## config.mk

```make
export PLATFORM = sky130hd
export DESIGN_NAME = occ_osc_ctrl
export DESIGN_NICKNAME = d
export VERILOG_FILES = /design/src/common/occ_pkg.sv /design/src/occ_osc_ctrl.sv /design/src/occ_run_decode.sv /design/src/occ_startup_timer.sv
export SDC_FILE = /design/constraint.sdc
export NUM_CORES = 1
export LEC_CHECK = 0
export ABC_AREA = 1
export CORE_ASPECT_RATIO = 2
export CORE_MARGIN = 2
export CORE_UTILIZATION = 60
export DETAILED_ROUTE_END_ITERATION = 7
export DONT_BUFFER_PORTS = 1
export PLACE_DENSITY = 0.76
export SLEW_MARGIN = 25
export SYNTH_ARGS = -nofsm -noshare
export SYNTH_HDL_FRONTEND = slang
export SYNTH_SLANG_ARGS = --single-unit
```

## constraint.sdc

```tcl
create_clock -name clk_sys_in -period 2.7 [get_ports clk_sys_in]
set_input_delay 0.54 -clock clk_sys_in [delete_from_list [all_inputs] [get_ports clk_sys_in]]
set_output_delay 0.54 -clock clk_sys_in [all_outputs]
set_load 0.1 [all_outputs]
```

## src/common/occ_pkg.sv

```systemverilog
package occ_pkg;

    // Register word addresses
    localparam logic [7:0] OCC_ADDR_HF_CTRL  = 8'h00;
    localparam logic [7:0] OCC_ADDR_LFX_CTRL = 8'h04;
    localparam logic [7:0] OCC_ADDR_LFR_CTRL = 8'h08;
    localparam logic [7:0] OCC_ADDR_ULP_CTRL = 8'h0c;
    localparam logic [7:0] OCC_ADDR_STATUS   = 8'h10;
    localparam logic [7:0] OCC_ADDR_IE_SET   = 8'h14;
    localparam logic [7:0] OCC_ADDR_IE_CLR   = 8'h18;
    localparam logic [7:0] OCC_ADDR_IRQ_FLAG = 8'h1c;

    // Control field positions
    localparam int OCC_B_ENABLE   = 1;
    localparam int OCC_B_XTAL     = 2;
    localparam int OCC_B_OUT32K   = 3;
    localparam int OCC_B_AUTOAMP  = 5;
    localparam int OCC_B_RUN_IN_STANDBY = 6;
    localparam int OCC_B_REQUEST_GATED_RUN = 7;
    localparam int OCC_GAIN_LSB   = 8;
    localparam int OCC_GAIN_W     = 3;
    localparam int OCC_HF_SEL_LSB = 12;
    localparam int OCC_LF_SEL_LSB = 8;
    localparam int OCC_SEL_W      = 4;
    localparam int OCC_TRIM_LSB   = 16;
    localparam int OCC_TRIM_W     = 7;
    localparam int OCC_ULP_TRIM_W = 5;

    // Status and interrupt bit positions
    localparam int OCC_ST_HF  = 0;
    localparam int OCC_ST_LFX = 1;
    localparam int OCC_ST_LFR = 2;
    localparam int OCC_NSRC   = 3;

    // Reset values
    localparam logic OCC_REQUEST_GATED_RUN_RST           = 1'b1;
    localparam logic [OCC_GAIN_W-1:0] OCC_GAIN_RST = 3'h0;
    localparam logic [OCC_SEL_W-1:0]  OCC_SEL_RST  = 4'h0;

    // Start-up unit in clock cycles, shifted left by settle_time_sel
    localparam int OCC_STARTUP_BASE = 16;
    localparam int OCC_CNT_W        = 24;

endpackage

```

## src/occ_osc_ctrl.sv

```systemverilog
// The plain strobed port and the register addresses were left to the implementer.
`timescale 1ns/1ps
`default_nettype none
// Contract
// - After reset the fast oscillator is off and both its pins stay GPIO.
// - Fast oscillator in crystal mode takes over both its pins.
// - External-clock mode takes over only the input pin of an oscillator.
// - Enable bit starts fast oscillator; crystal_select one picks crystal.
// - auto_amplitude_ctrl set lets the fast oscillator regulate amplitude in crystal mode.
// - Enable clear means off; plain enable runs in idle, stops in standby.
// - request_gated_run runs only on request; standby needs run_in_standby. Code gates on request only in idle and standby; active always runs.
// - run_in_standby without request gating runs in idle and standby.
// - After reset or wake from off, output is masked for chosen start-up.
// - hf_xtal_ready sets once the chosen start-up time has elapsed.
// - Rising hf_xtal_ready raises an interrupt when its enable is set.
// - Slow crystal is off at power-on; crystal_select and pins as fast one.
// - Enabled slow crystal keeps running in every sleep mode.
// - Slow crystal masks start-up, then sets lf_xtal_ready and interrupt.
// - Slow crystal setup survives all resets except power-on reset.
// - out_32k_enable gives slow crystal 32k output in crystal mode only.
// - RC oscillator off by default; its out_32k_enable gates its output.
// - New RC freq_trim takes effect only once lf_rc_ready is high.
// - ULP oscillator always runs past power-on; trim loads then writable.
module occ_osc_ctrl
    import occ_pkg::*;
#(
    parameter logic [occ_pkg::OCC_CNT_W-1:0] STARTUP_BASE =
        occ_pkg::OCC_CNT_W'(occ_pkg::OCC_STARTUP_BASE)
)
(
    // Clock and resets: rst_in is power-on, sys_rst_in is any other reset
    input  wire logic        clk_sys_in,
    input  wire logic        rst_in,
    input  wire logic        sys_rst_in,
    // Register port
    input  wire logic [7:0]  reg_addr_in,
    input  wire logic [31:0] reg_wdata_in,
    input  wire logic        reg_wr_in,
    input  wire logic        reg_rd_in,
    output logic      [31:0] reg_rdata_out,
    // Power state and peripheral demand
    input  wire logic        sleep_idle_in,
    input  wire logic        sleep_standby_in,
    input  wire logic        hf_clk_req_in,
    input  wire logic        lf_rc_clk_req_in,
    // Factory trim for the ULP oscillator
    input  wire logic [occ_pkg::OCC_ULP_TRIM_W-1:0] ulp_trim_fuse_in,
    // Fast crystal oscillator core and pins
    output logic        hf_osc_run_out,
    output logic        hf_xtal_mode_out,
    output logic [occ_pkg::OCC_GAIN_W-1:0] hf_drive_gain_out,
    output logic        hf_auto_amp_out,
    output logic        hf_clk_valid_out,
    output logic        hf_in_pin_override_out,
    output logic        hf_out_pin_override_out,
    // Slow crystal oscillator core and pins
    output logic        lf_xtal_run_out,
    output logic        lf_xtal_mode_out,
    output logic        lf_xtal_clk_valid_out,
    output logic        lf_xtal_32k_en_out,
    output logic        lf_in_pin_override_out,
    output logic        lf_out_pin_override_out,
    // RC oscillator
    output logic        lf_rc_run_out,
    output logic        lf_rc_clk_valid_out,
    output logic        lf_rc_32k_en_out,
    output logic [occ_pkg::OCC_TRIM_W-1:0] lf_rc_trim_out,
    // Ultra-low-power oscillator
    output logic        ulp_32k_en_out,
    output logic        ulp_1k_en_out,
    output logic [occ_pkg::OCC_ULP_TRIM_W-1:0] ulp_trim_out,
    // Interrupt
    output logic        irq_out
);
    import occ_pkg::*;

    logic                  hard_rst;
    logic                  wr_hf, wr_lfx, wr_lfr, wr_ulp;
    logic                  wr_ies, wr_iec, wr_flg;

    logic                  hf_en_r, hf_xtal_r, hf_amp_r, hf_rs_r, hf_od_r;
    logic [OCC_GAIN_W-1:0] hf_gain_r;
    logic [OCC_SEL_W-1:0]  hf_sel_r;
    logic                  lfx_en_r, lfx_xtal_r, lfx_32k_r;
    logic [OCC_SEL_W-1:0]  lfx_sel_r;
    logic                  lfr_en_r, lfr_32k_r, lfr_rs_r, lfr_od_r;
    logic [OCC_SEL_W-1:0]  lfr_sel_r;
    logic [OCC_TRIM_W-1:0] lfr_trim_pend_r;
    logic [OCC_TRIM_W-1:0] lfr_trim_r;
    logic [OCC_ULP_TRIM_W-1:0] ulp_trim_r;
    logic                  ulp_load_r;

    logic [OCC_NSRC-1:0]   ready;
    logic [OCC_NSRC-1:0]   ready_q_r;
    logic [OCC_NSRC-1:0]   irq_en_r;
    logic [OCC_NSRC-1:0]   irq_flag_r;
    logic [OCC_NSRC-1:0]   rise;
    logic [OCC_NSRC-1:0]   src_run;
    logic                  hf_run, lfr_run;
    logic [31:0]           rdata_r;
    logic [31:0]           rdata_nxt;

    // Non-power-on resets restart everything but the slow crystal, the ULP oscillator and trim, and the delayed ready copy
    assign hard_rst = rst_in || sys_rst_in;

    assign wr_hf  = reg_wr_in && (reg_addr_in == OCC_ADDR_HF_CTRL);
    assign wr_lfx = reg_wr_in && (reg_addr_in == OCC_ADDR_LFX_CTRL);
    assign wr_lfr = reg_wr_in && (reg_addr_in == OCC_ADDR_LFR_CTRL);
    assign wr_ulp = reg_wr_in && (reg_addr_in == OCC_ADDR_ULP_CTRL);
    assign wr_ies = reg_wr_in && (reg_addr_in == OCC_ADDR_IE_SET);
    assign wr_iec = reg_wr_in && (reg_addr_in == OCC_ADDR_IE_CLR);
    assign wr_flg = reg_wr_in && (reg_addr_in == OCC_ADDR_IRQ_FLAG);

    // Fast oscillator control; gain is the software's job in crystal mode
    always_ff @(posedge clk_sys_in)
    begin
        if (hard_rst)
        begin
            hf_en_r   <= 1'b0;
            hf_xtal_r <= 1'b0;
            hf_amp_r  <= 1'b0;
            hf_rs_r   <= 1'b0;
            hf_od_r   <= OCC_REQUEST_GATED_RUN_RST;
            hf_gain_r <= OCC_GAIN_RST;
            hf_sel_r  <= OCC_SEL_RST;
        end
        else if (wr_hf)
        begin
            hf_en_r   <= reg_wdata_in[OCC_B_ENABLE];
            hf_xtal_r <= reg_wdata_in[OCC_B_XTAL];
            hf_amp_r  <= reg_wdata_in[OCC_B_AUTOAMP];
            hf_rs_r   <= reg_wdata_in[OCC_B_RUN_IN_STANDBY];
            hf_od_r   <= reg_wdata_in[OCC_B_REQUEST_GATED_RUN];
            hf_gain_r <= reg_wdata_in[OCC_GAIN_LSB +: OCC_GAIN_W];
            hf_sel_r  <= reg_wdata_in[OCC_HF_SEL_LSB +: OCC_SEL_W];
        end
    end

    // Slow crystal keeps its setup through every reset but power-on
    always_ff @(posedge clk_sys_in)
    begin
        if (rst_in)
        begin
            lfx_en_r   <= 1'b0;
            lfx_xtal_r <= 1'b0;
            lfx_32k_r  <= 1'b0;
            lfx_sel_r  <= OCC_SEL_RST;
        end
        else if (wr_lfx)
        begin
            // Mixed enable and field writes are taken as written
            lfx_en_r   <= reg_wdata_in[OCC_B_ENABLE];
            lfx_xtal_r <= reg_wdata_in[OCC_B_XTAL];
            lfx_32k_r  <= reg_wdata_in[OCC_B_OUT32K];
            lfx_sel_r  <= reg_wdata_in[OCC_LF_SEL_LSB +: OCC_SEL_W];
        end
    end

    always_ff @(posedge clk_sys_in)
    begin
        if (hard_rst)
        begin
            lfr_en_r        <= 1'b0;
            lfr_32k_r       <= 1'b0;
            lfr_rs_r        <= 1'b0;
            lfr_od_r        <= OCC_REQUEST_GATED_RUN_RST;
            lfr_sel_r       <= OCC_SEL_RST;
            lfr_trim_pend_r <= '0;
        end
        else if (wr_lfr)
        begin
            lfr_en_r        <= reg_wdata_in[OCC_B_ENABLE];
            lfr_32k_r       <= reg_wdata_in[OCC_B_OUT32K];
            lfr_rs_r        <= reg_wdata_in[OCC_B_RUN_IN_STANDBY];
            lfr_od_r        <= reg_wdata_in[OCC_B_REQUEST_GATED_RUN];
            lfr_sel_r       <= reg_wdata_in[OCC_LF_SEL_LSB +: OCC_SEL_W];
            lfr_trim_pend_r <= reg_wdata_in[OCC_TRIM_LSB +: OCC_TRIM_W];
        end
    end

    // Trim reaches the RC core only while it reports ready
    always_ff @(posedge clk_sys_in)
    begin
        if (hard_rst)
            lfr_trim_r <= '0;
        else if (ready[OCC_ST_LFR])
            lfr_trim_r <= lfr_trim_pend_r;
    end

    // Fuse trim is captured on the first cycle after power-on release
    always_ff @(posedge clk_sys_in)
    begin
        if (rst_in)
            ulp_load_r <= 1'b1;
        else
            ulp_load_r <= 1'b0;
    end

    always_ff @(posedge clk_sys_in)
    begin
        if (rst_in)
            ulp_trim_r <= '0;
        else if (ulp_load_r)
            ulp_trim_r <= ulp_trim_fuse_in;
        else if (wr_ulp)
            ulp_trim_r <= reg_wdata_in[OCC_ULP_TRIM_W-1:0];
    end

    occ_run_decode u_hf_run
    (
        .enable_in    (hf_en_r),
        .run_stdby_in (hf_rs_r),
        .on_demand_in (hf_od_r),
        .idle_in      (sleep_idle_in),
        .standby_in   (sleep_standby_in),
        .request_in   (hf_clk_req_in),
        .run_out      (hf_run)
    );

    occ_run_decode u_lfr_run
    (
        .enable_in    (lfr_en_r),
        .run_stdby_in (lfr_rs_r),
        .on_demand_in (lfr_od_r),
        .idle_in      (sleep_idle_in),
        .standby_in   (sleep_standby_in),
        .request_in   (lf_rc_clk_req_in),
        .run_out      (lfr_run)
    );

    assign src_run[OCC_ST_HF]  = hf_run;
    assign src_run[OCC_ST_LFX] = lfx_en_r;
    assign src_run[OCC_ST_LFR] = lfr_run;

    // Slow crystal timer sits on power-on reset only so it keeps running
    occ_startup_timer #(
        .CW   (OCC_CNT_W),
        .SW   (OCC_SEL_W),
        .BASE (STARTUP_BASE)
    ) u_hf_tmr (
        .clk_sys_in (clk_sys_in),
        .rst_in     (hard_rst),
        .run_in     (src_run[OCC_ST_HF]),
        .sel_in     (hf_sel_r),
        .ready_out  (ready[OCC_ST_HF])
    );

    occ_startup_timer #(
        .CW   (OCC_CNT_W),
        .SW   (OCC_SEL_W),
        .BASE (STARTUP_BASE)
    ) u_lfx_tmr (
        .clk_sys_in (clk_sys_in),
        .rst_in     (rst_in),
        .run_in     (src_run[OCC_ST_LFX]),
        .sel_in     (lfx_sel_r),
        .ready_out  (ready[OCC_ST_LFX])
    );

    occ_startup_timer #(
        .CW   (OCC_CNT_W),
        .SW   (OCC_SEL_W),
        .BASE (STARTUP_BASE)
    ) u_lfr_tmr (
        .clk_sys_in (clk_sys_in),
        .rst_in     (hard_rst),
        .run_in     (src_run[OCC_ST_LFR]),
        .sel_in     (lfr_sel_r),
        .ready_out  (ready[OCC_ST_LFR])
    );

    // Ready edges become sticky flags; a new edge beats a clear
    // The delayed copy follows power-on only: a slow crystal that stays
    // ready through a warm reset must not look like a fresh edge
    always_ff @(posedge clk_sys_in)
    begin
        if (rst_in)
            ready_q_r <= '0;
        else
            ready_q_r <= ready;
    end

    assign rise = ready & ~ready_q_r;

    always_ff @(posedge clk_sys_in)
    begin
        if (hard_rst)
            irq_flag_r <= '0;
        else if (wr_flg)
            irq_flag_r <= (irq_flag_r & ~reg_wdata_in[OCC_NSRC-1:0]) | rise;
        else
            irq_flag_r <= irq_flag_r | rise;
    end

    always_ff @(posedge clk_sys_in)
    begin
        if (hard_rst)
            irq_en_r <= '0;
        else if (wr_ies)
            irq_en_r <= irq_en_r | reg_wdata_in[OCC_NSRC-1:0];
        else if (wr_iec)
            irq_en_r <= irq_en_r & ~reg_wdata_in[OCC_NSRC-1:0];
    end

    assign irq_out = |(irq_flag_r & irq_en_r);

    // Read mux; unmapped addresses read zero
    always_comb
    begin
        rdata_nxt = '0;
        case (reg_addr_in)
            OCC_ADDR_HF_CTRL:
            begin
                rdata_nxt[OCC_B_ENABLE]   = hf_en_r;
                rdata_nxt[OCC_B_XTAL]     = hf_xtal_r;
                rdata_nxt[OCC_B_AUTOAMP]  = hf_amp_r;
                rdata_nxt[OCC_B_RUN_IN_STANDBY] = hf_rs_r;
                rdata_nxt[OCC_B_REQUEST_GATED_RUN] = hf_od_r;
                rdata_nxt[OCC_GAIN_LSB +: OCC_GAIN_W]  = hf_gain_r;
                rdata_nxt[OCC_HF_SEL_LSB +: OCC_SEL_W] = hf_sel_r;
            end
            OCC_ADDR_LFX_CTRL:
            begin
                rdata_nxt[OCC_B_ENABLE] = lfx_en_r;
                rdata_nxt[OCC_B_XTAL]   = lfx_xtal_r;
                rdata_nxt[OCC_B_OUT32K] = lfx_32k_r;
                rdata_nxt[OCC_LF_SEL_LSB +: OCC_SEL_W] = lfx_sel_r;
            end
            OCC_ADDR_LFR_CTRL:
            begin
                rdata_nxt[OCC_B_ENABLE]   = lfr_en_r;
                rdata_nxt[OCC_B_OUT32K]   = lfr_32k_r;
                rdata_nxt[OCC_B_RUN_IN_STANDBY] = lfr_rs_r;
                rdata_nxt[OCC_B_REQUEST_GATED_RUN] = lfr_od_r;
                rdata_nxt[OCC_LF_SEL_LSB +: OCC_SEL_W]  = lfr_sel_r;
                rdata_nxt[OCC_TRIM_LSB +: OCC_TRIM_W]   = lfr_trim_pend_r;
            end
            OCC_ADDR_ULP_CTRL: rdata_nxt[OCC_ULP_TRIM_W-1:0] = ulp_trim_r;
            OCC_ADDR_STATUS:   rdata_nxt[OCC_NSRC-1:0] = ready;
            OCC_ADDR_IE_SET:   rdata_nxt[OCC_NSRC-1:0] = irq_en_r;
            OCC_ADDR_IE_CLR:   rdata_nxt[OCC_NSRC-1:0] = irq_en_r;
            OCC_ADDR_IRQ_FLAG: rdata_nxt[OCC_NSRC-1:0] = irq_flag_r;
            default:           rdata_nxt = '0;
        endcase
    end

    always_ff @(posedge clk_sys_in)
    begin
        if (hard_rst || !reg_rd_in)
            rdata_r <= '0;
        else
            rdata_r <= rdata_nxt;
    end

    assign reg_rdata_out = rdata_r;

    // Core controls and pin takeover
    assign hf_osc_run_out          = hf_run;
    assign hf_xtal_mode_out        = hf_xtal_r;
    assign hf_drive_gain_out       = hf_gain_r;
    assign hf_auto_amp_out         = hf_amp_r && hf_xtal_r;
    assign hf_clk_valid_out        = ready[OCC_ST_HF];
    assign hf_in_pin_override_out  = hf_en_r;
    assign hf_out_pin_override_out = hf_en_r && hf_xtal_r;

    assign lf_xtal_run_out         = lfx_en_r;
    assign lf_xtal_mode_out        = lfx_xtal_r;
    assign lf_xtal_clk_valid_out   = ready[OCC_ST_LFX];
    // External clock on the slow pin cannot feed the 32k output
    assign lf_xtal_32k_en_out      = ready[OCC_ST_LFX] && lfx_32k_r &&
                                     lfx_xtal_r;
    assign lf_in_pin_override_out  = lfx_en_r;
    assign lf_out_pin_override_out = lfx_en_r && lfx_xtal_r;

    assign lf_rc_run_out           = lfr_run;
    assign lf_rc_clk_valid_out     = ready[OCC_ST_LFR];
    assign lf_rc_32k_en_out        = ready[OCC_ST_LFR] && lfr_32k_r;
    assign lf_rc_trim_out          = lfr_trim_r;

    assign ulp_32k_en_out          = !rst_in;
    assign ulp_1k_en_out           = !rst_in;
    assign ulp_trim_out            = ulp_trim_r;
endmodule // occ_osc_ctrl
`default_nettype wire

```

## src/occ_run_decode.sv

```systemverilog
`timescale 1ns/1ps
`default_nettype none
module occ_run_decode
(
    // Configuration
    input  wire logic enable_in,
    input  wire logic run_stdby_in,
    input  wire logic on_demand_in,
    // Power state and demand
    input  wire logic idle_in,
    input  wire logic standby_in,
    input  wire logic request_in,
    // Result
    output logic      run_out
);
    logic demand_ok;

    assign demand_ok = !on_demand_in || request_in;

    always_comb
    begin
        if (!enable_in)
            run_out = 1'b0;
        else if (standby_in)
            run_out = run_stdby_in && demand_ok;
        else if (idle_in)
            run_out = demand_ok;
        else
            run_out = 1'b1;
    end
endmodule // occ_run_decode
`default_nettype wire

```

## src/occ_startup_timer.sv

```systemverilog
`timescale 1ns/1ps
`default_nettype none
module occ_startup_timer
#(
    parameter int                 CW   = 24,
    parameter int                 SW   = 4,
    parameter logic [CW-1:0]      BASE = 24'h000010
)
(
    // Clock and reset
    input  wire logic          clk_sys_in,
    input  wire logic          rst_in,
    // Control
    input  wire logic          run_in,
    input  wire logic [SW-1:0] sel_in,
    // Status
    output logic               ready_out
);
    logic [CW-1:0] cnt_r;
    logic [CW-1:0] limit;
    logic          done_r;

    assign limit     = BASE << sel_in;
    // Ready falls with the run itself, so a stop masks the clock at once
    assign ready_out = done_r && run_in;

    // Any stop restarts the wait, so a wake from an off state masks again
    always_ff @(posedge clk_sys_in)
    begin
        if (rst_in || !run_in)
            cnt_r <= '0;
        else if (!done_r)
            cnt_r <= cnt_r + 1'b1;
    end

    always_ff @(posedge clk_sys_in)
    begin
        if (rst_in || !run_in)
            done_r <= 1'b0;
        else if (cnt_r == limit - 1'b1)
            done_r <= 1'b1;
    end
endmodule // occ_startup_timer
`default_nettype wire

```

==> flow_summary.rst <==
.. list-table::
   :header-rows: 1

   * - Metric
     - Value
   * - Nature of the critical path endpoint
     - output port
   * - Cell Area, Synth
     - 0.00837 mm²
   * - Layout-stage area growth over the synthesis result
     - 11.5%
   * - Cell variety after synth
     - 48
   * - Share of synthesized area occupied by flip-flops and latches
     - 0.368
   * - Quantity of hold-fixing buffers added after cts
     - 0
   * - Die Ht
     - 171 µm
   * - Most common library cell in the layout ignoring fill and taps
     - nand2_1
   * - Cells after synthesis
     - 1,261
   * - Synth warn
     - 0
   * - Mean post-synth cell area
     - 6.64 µm²
   * - Outcome
     - completed
   * - Internal power
     - 0.00373 W
   * - Number of flops mapped to enable cells by yosys
     - 0
   * - Fin Clk Skew
     - 0.00885 ns
   * - Final critical-path setup slack
     - 0.398 ns
   * - Routed wire length
     - 21,200 µm
   * - Share of cells above drive strength 1
     - 0.0993
   * - Routed length per instance
     - 14.6 µm
   * - Largest fanout on the critical path
     - 8
   * - Io pins
     - 119
   * - Setup total negative slack
     - 0 ns
   * - Remaining number of nets flagged by the antenna check after routing
     - 0
   * - Worst min-delay path class
     - in -> reg
   * - Number of buffers created by CTS
     - 17
   * - Floorplan die area
     - 0.0150 mm²
   * - Detailed-route DRC error count
     - 0
   * - Worst R2R Setup Slack
     - 0.50 ns
   * - End of the worst register-to-register path
     - u_lfr_tmr.done_r
   * - Hold WS
     - 0.128 ns
   * - Standard-cell rows
     - 61
   * - Clock sink count
     - 154
   * - Instance count along the most critical hold path
     - 0
   * - Relative slew slack
     - 0.347
   * - Most instantiated flip-flop cell in the synthesis netlist
     - dfxtp_1
   * - Clock buffer depth
     - 2
   * - Peak supply drop
     - 0.511 mV
   * - Ratio of total power to cell area
     - 532 mW/mm²
   * - Count of H-tree levels built during CTS
     - 4
   * - Share of async-settable or async-resettable flops after synthesis
     - 0
   * - Number of synthesized register bits
     - 154
   * - Timing-limited maximum frequency
     - 0.434 GHz
   * - Clock slew at reported path FFs
     - 0.07 ns
   * - Place WS
     - 0.550 ns
   * - Total congestion overflow after global routing
     - 0
   * - Share of the clock period used by the worst path after layout
     - 0.852
   * - Clock share of power
     - 0.502
   * - Final net count
     - 1,346
   * - Vias after detailed routing
     - 8,085
   * - Category of the most critical setup path
     - reg -> out
   * - Leakage power
     - 3.67 nW
   * - Final min period
     - 2.30 ns
   * - # resized after CTS
     - 0
   * - Initial core utilization
     - 0.609
   * - Pins Over Slew Limit
     - 0
   * - Clk Tree Root Cell
     - clkbuf_16
   * - Most frequent cells in the layout
     - nand2_1, inv_1, dfxtp_1
   * - Depth of the worst register-to-register path
     - 13
   * - Unrepaired setup endpoints after global routing
     - false
   * - Die Span X
     - 87.5 µm
   * - Detailed Place HPWL
     - 15,800 µm
   * - Start of the worst register-to-register path
     - lfr_sel_r[3]
   * - Final Util
     - 0.679
   * - Core Box Area
     - 0.0137 mm²
   * - Sw frac
     - 0.248
   * - Drt via density
     - 5.55
   * - Fin. Hold Viols
     - 0
   * - Final-report setup violation count
     - 0
   * - Data required time of the critical path
     - 2.16 ns
   * - Total net switching power
     - 0.00123 W
   * - Maximum number of pins on one net before global-route repair
     - 33
   * - Portion of total power attributed to sequential cells
     - 0.460
   * - Part of the power in combinational logic
     - 0.038
   * - Transition time at the pin with the least slew margin
     - 0.978 ns
   * - Count of antenna diodes in the layout
     - 0
   * - Last weighted congestion value of the routability-driven placer
     - 0.964
   * - Non-Filler Instances
     - 1,456
   * - Startpoint of the tightest hold check path
     - rst_in
   * - Global routing usage summed across all routing layers
     - 0.291
   * - First-pass GRT wire length
     - 34,700 µm
   * - Router iterations before antenna repair
     - 5
   * - CP Data Arrival Time
     - 1.76 ns
   * - Category of the worst setup path launch point
     - flop
   * - Number of antenna violations at the first check in global routing
     - 0
   * - Number of global-route vias before repair
     - 7,458
   * - Worst-Skew Late Latency
     - 0.43 ns
   * - Hold-critical path endpoint
     - ulp_load_r
   * - Buffer count from post-CTS setup fixing
     - 0
   * - # placed instances
     - 1,424
   * - Number of I/O port buffers
     - 0
   * - Initial drt markers
     - 533
   * - Clock tree from TritonCTS
     - built
   * - # Max-Cap Violations
     - 0
==> cells in the mapped netlist, drive strengths merged, types with 2 or more instances <==
master | number | area (µm²)
a21boi | 2 | 15.0
a21oi | 99 | 495
a22oi | 2 | 15.0
a31oi | 4 | 25.0
buf | 23 | 154
clkbuf | 12 | 45.0
clkinv | 2 | 8.75
dfxtp | 154 | 3080
ha | 6 | 75.1
inv | 184 | 691
nand2 | 301 | 1150
nand3 | 76 | 395
nand3b | 3 | 22.5
nand4 | 24 | 150
nor2 | 179 | 807
nor3 | 31 | 181
nor3b | 3 | 33.8
nor4 | 4 | 31.3
o211ai | 8 | 60.1
o21a | 5 | 37.5
o21ai | 84 | 432
o221ai | 2 | 17.5
o22ai | 3 | 18.8
or2 | 4 | 25.0
xnor2 | 9 | 78.8
xor2 | 31 | 272
==> metal layers <==
metal / global-route usage / share of wire / vias to the layer above
met1: 0.374 / 0.43 / 3610
met5: 0 / 0 / -
met4: 0.134 / 0.032 / 0
li1: - / - / 4077
met3: 0.0675 / 0.084 / 58
met2: 0.455 / 0.46 / 340
==> logic make-up (layout without fill, tap and decap cells) <==
family,count (synthesis),count (layout),share of synthesized area
and+or+nand+nor,626,626,0.336
xor gates and xnor gates,40,40,0.0419
AOI/OAI and AO/OA,213,213,0.137
other,1,9,0.000448
DFF,154,154,0.368
buffers and inverters,221,251,0.107
adders and majority gates,6,6,0.00897
==> area by class of cell <==
cell class / count / area (µm²)
well taps: 157 / 196
clock buffers: 18 / 439
multi-input cells: 894 / 4450
repair buffers: 33 / 285
flip-flops and latches: 154 / 3080
fillers: 1166 / 4410
inverters: 186 / 699
clock inverters: 14 / 175
==> power groups by stage <==
stage          sequential, W  clock, W  combinational, W
2_1_floorplan        0.00237         0          0.000134
3_3_place_gp         0.00234         0          0.000185
3_5_place_dp         0.00234         0          0.000186
4_1_cts              0.00228   0.00251          0.000187
5_1_grt              0.00228   0.00261          0.000199
6_report             0.00228   0.00249          0.000188
==> critical path: stages, from the launching register on <==
cell	delay, ns
dfxtp_1	0.64
clkinv_1	0.24
nor2_4	0.13
buf_4	0.31
==> worst max-delay path by stage <==
| stage | from | to | slack (ns) |
|---|---|---|---|
| 3_5_place_dp | lfr_sel_r[3] | u_lfr_tmr.done_r | 0.55 |
| 5_1_grt | hf_sel_r[1] | u_hf_tmr.done_r | 0.27 |
| 4_1_cts | u_hf_tmr.done_r | hf_clk_valid_out | 0.40 |
| 3_3_place_gp | lfr_sel_r[3] | u_lfr_tmr.done_r | 0.57 |
| 6_report | u_hf_tmr.done_r | hf_clk_valid_out | 0.40 |
| 2_1_floorplan | lf_in_pin_override_out | lf_xtal_32k_en_out | 0.03 |
==> metrics by stage <==
step	area, µm²	power (W)
floorplan	8420	0.00251
global placement	8720	0.00252
detailed placement	8720	0.00252
CTS	9330	0.00498
global route	9330	0.00509
finish	9330	0.00496
==> sequential cells by signal, summed over array words and instances (netlist names), 3 cells and up, named ones only <==
register,count
hf_drive_gain_out,3
hf_sel_r,4
irq_flag_r,3
lf_rc_trim_out,7
lfr_sel_r,4
lfr_trim_pend_r,7
lfx_sel_r,4
ready_q_r,3
reg_rdata_out,23
u_hf_tmr.cnt_r,24
u_lfr_tmr.cnt_r,24
u_lfx_tmr.cnt_r,24
ulp_trim_out,5
No activity file was read; power rests on OpenSTA's default activity.
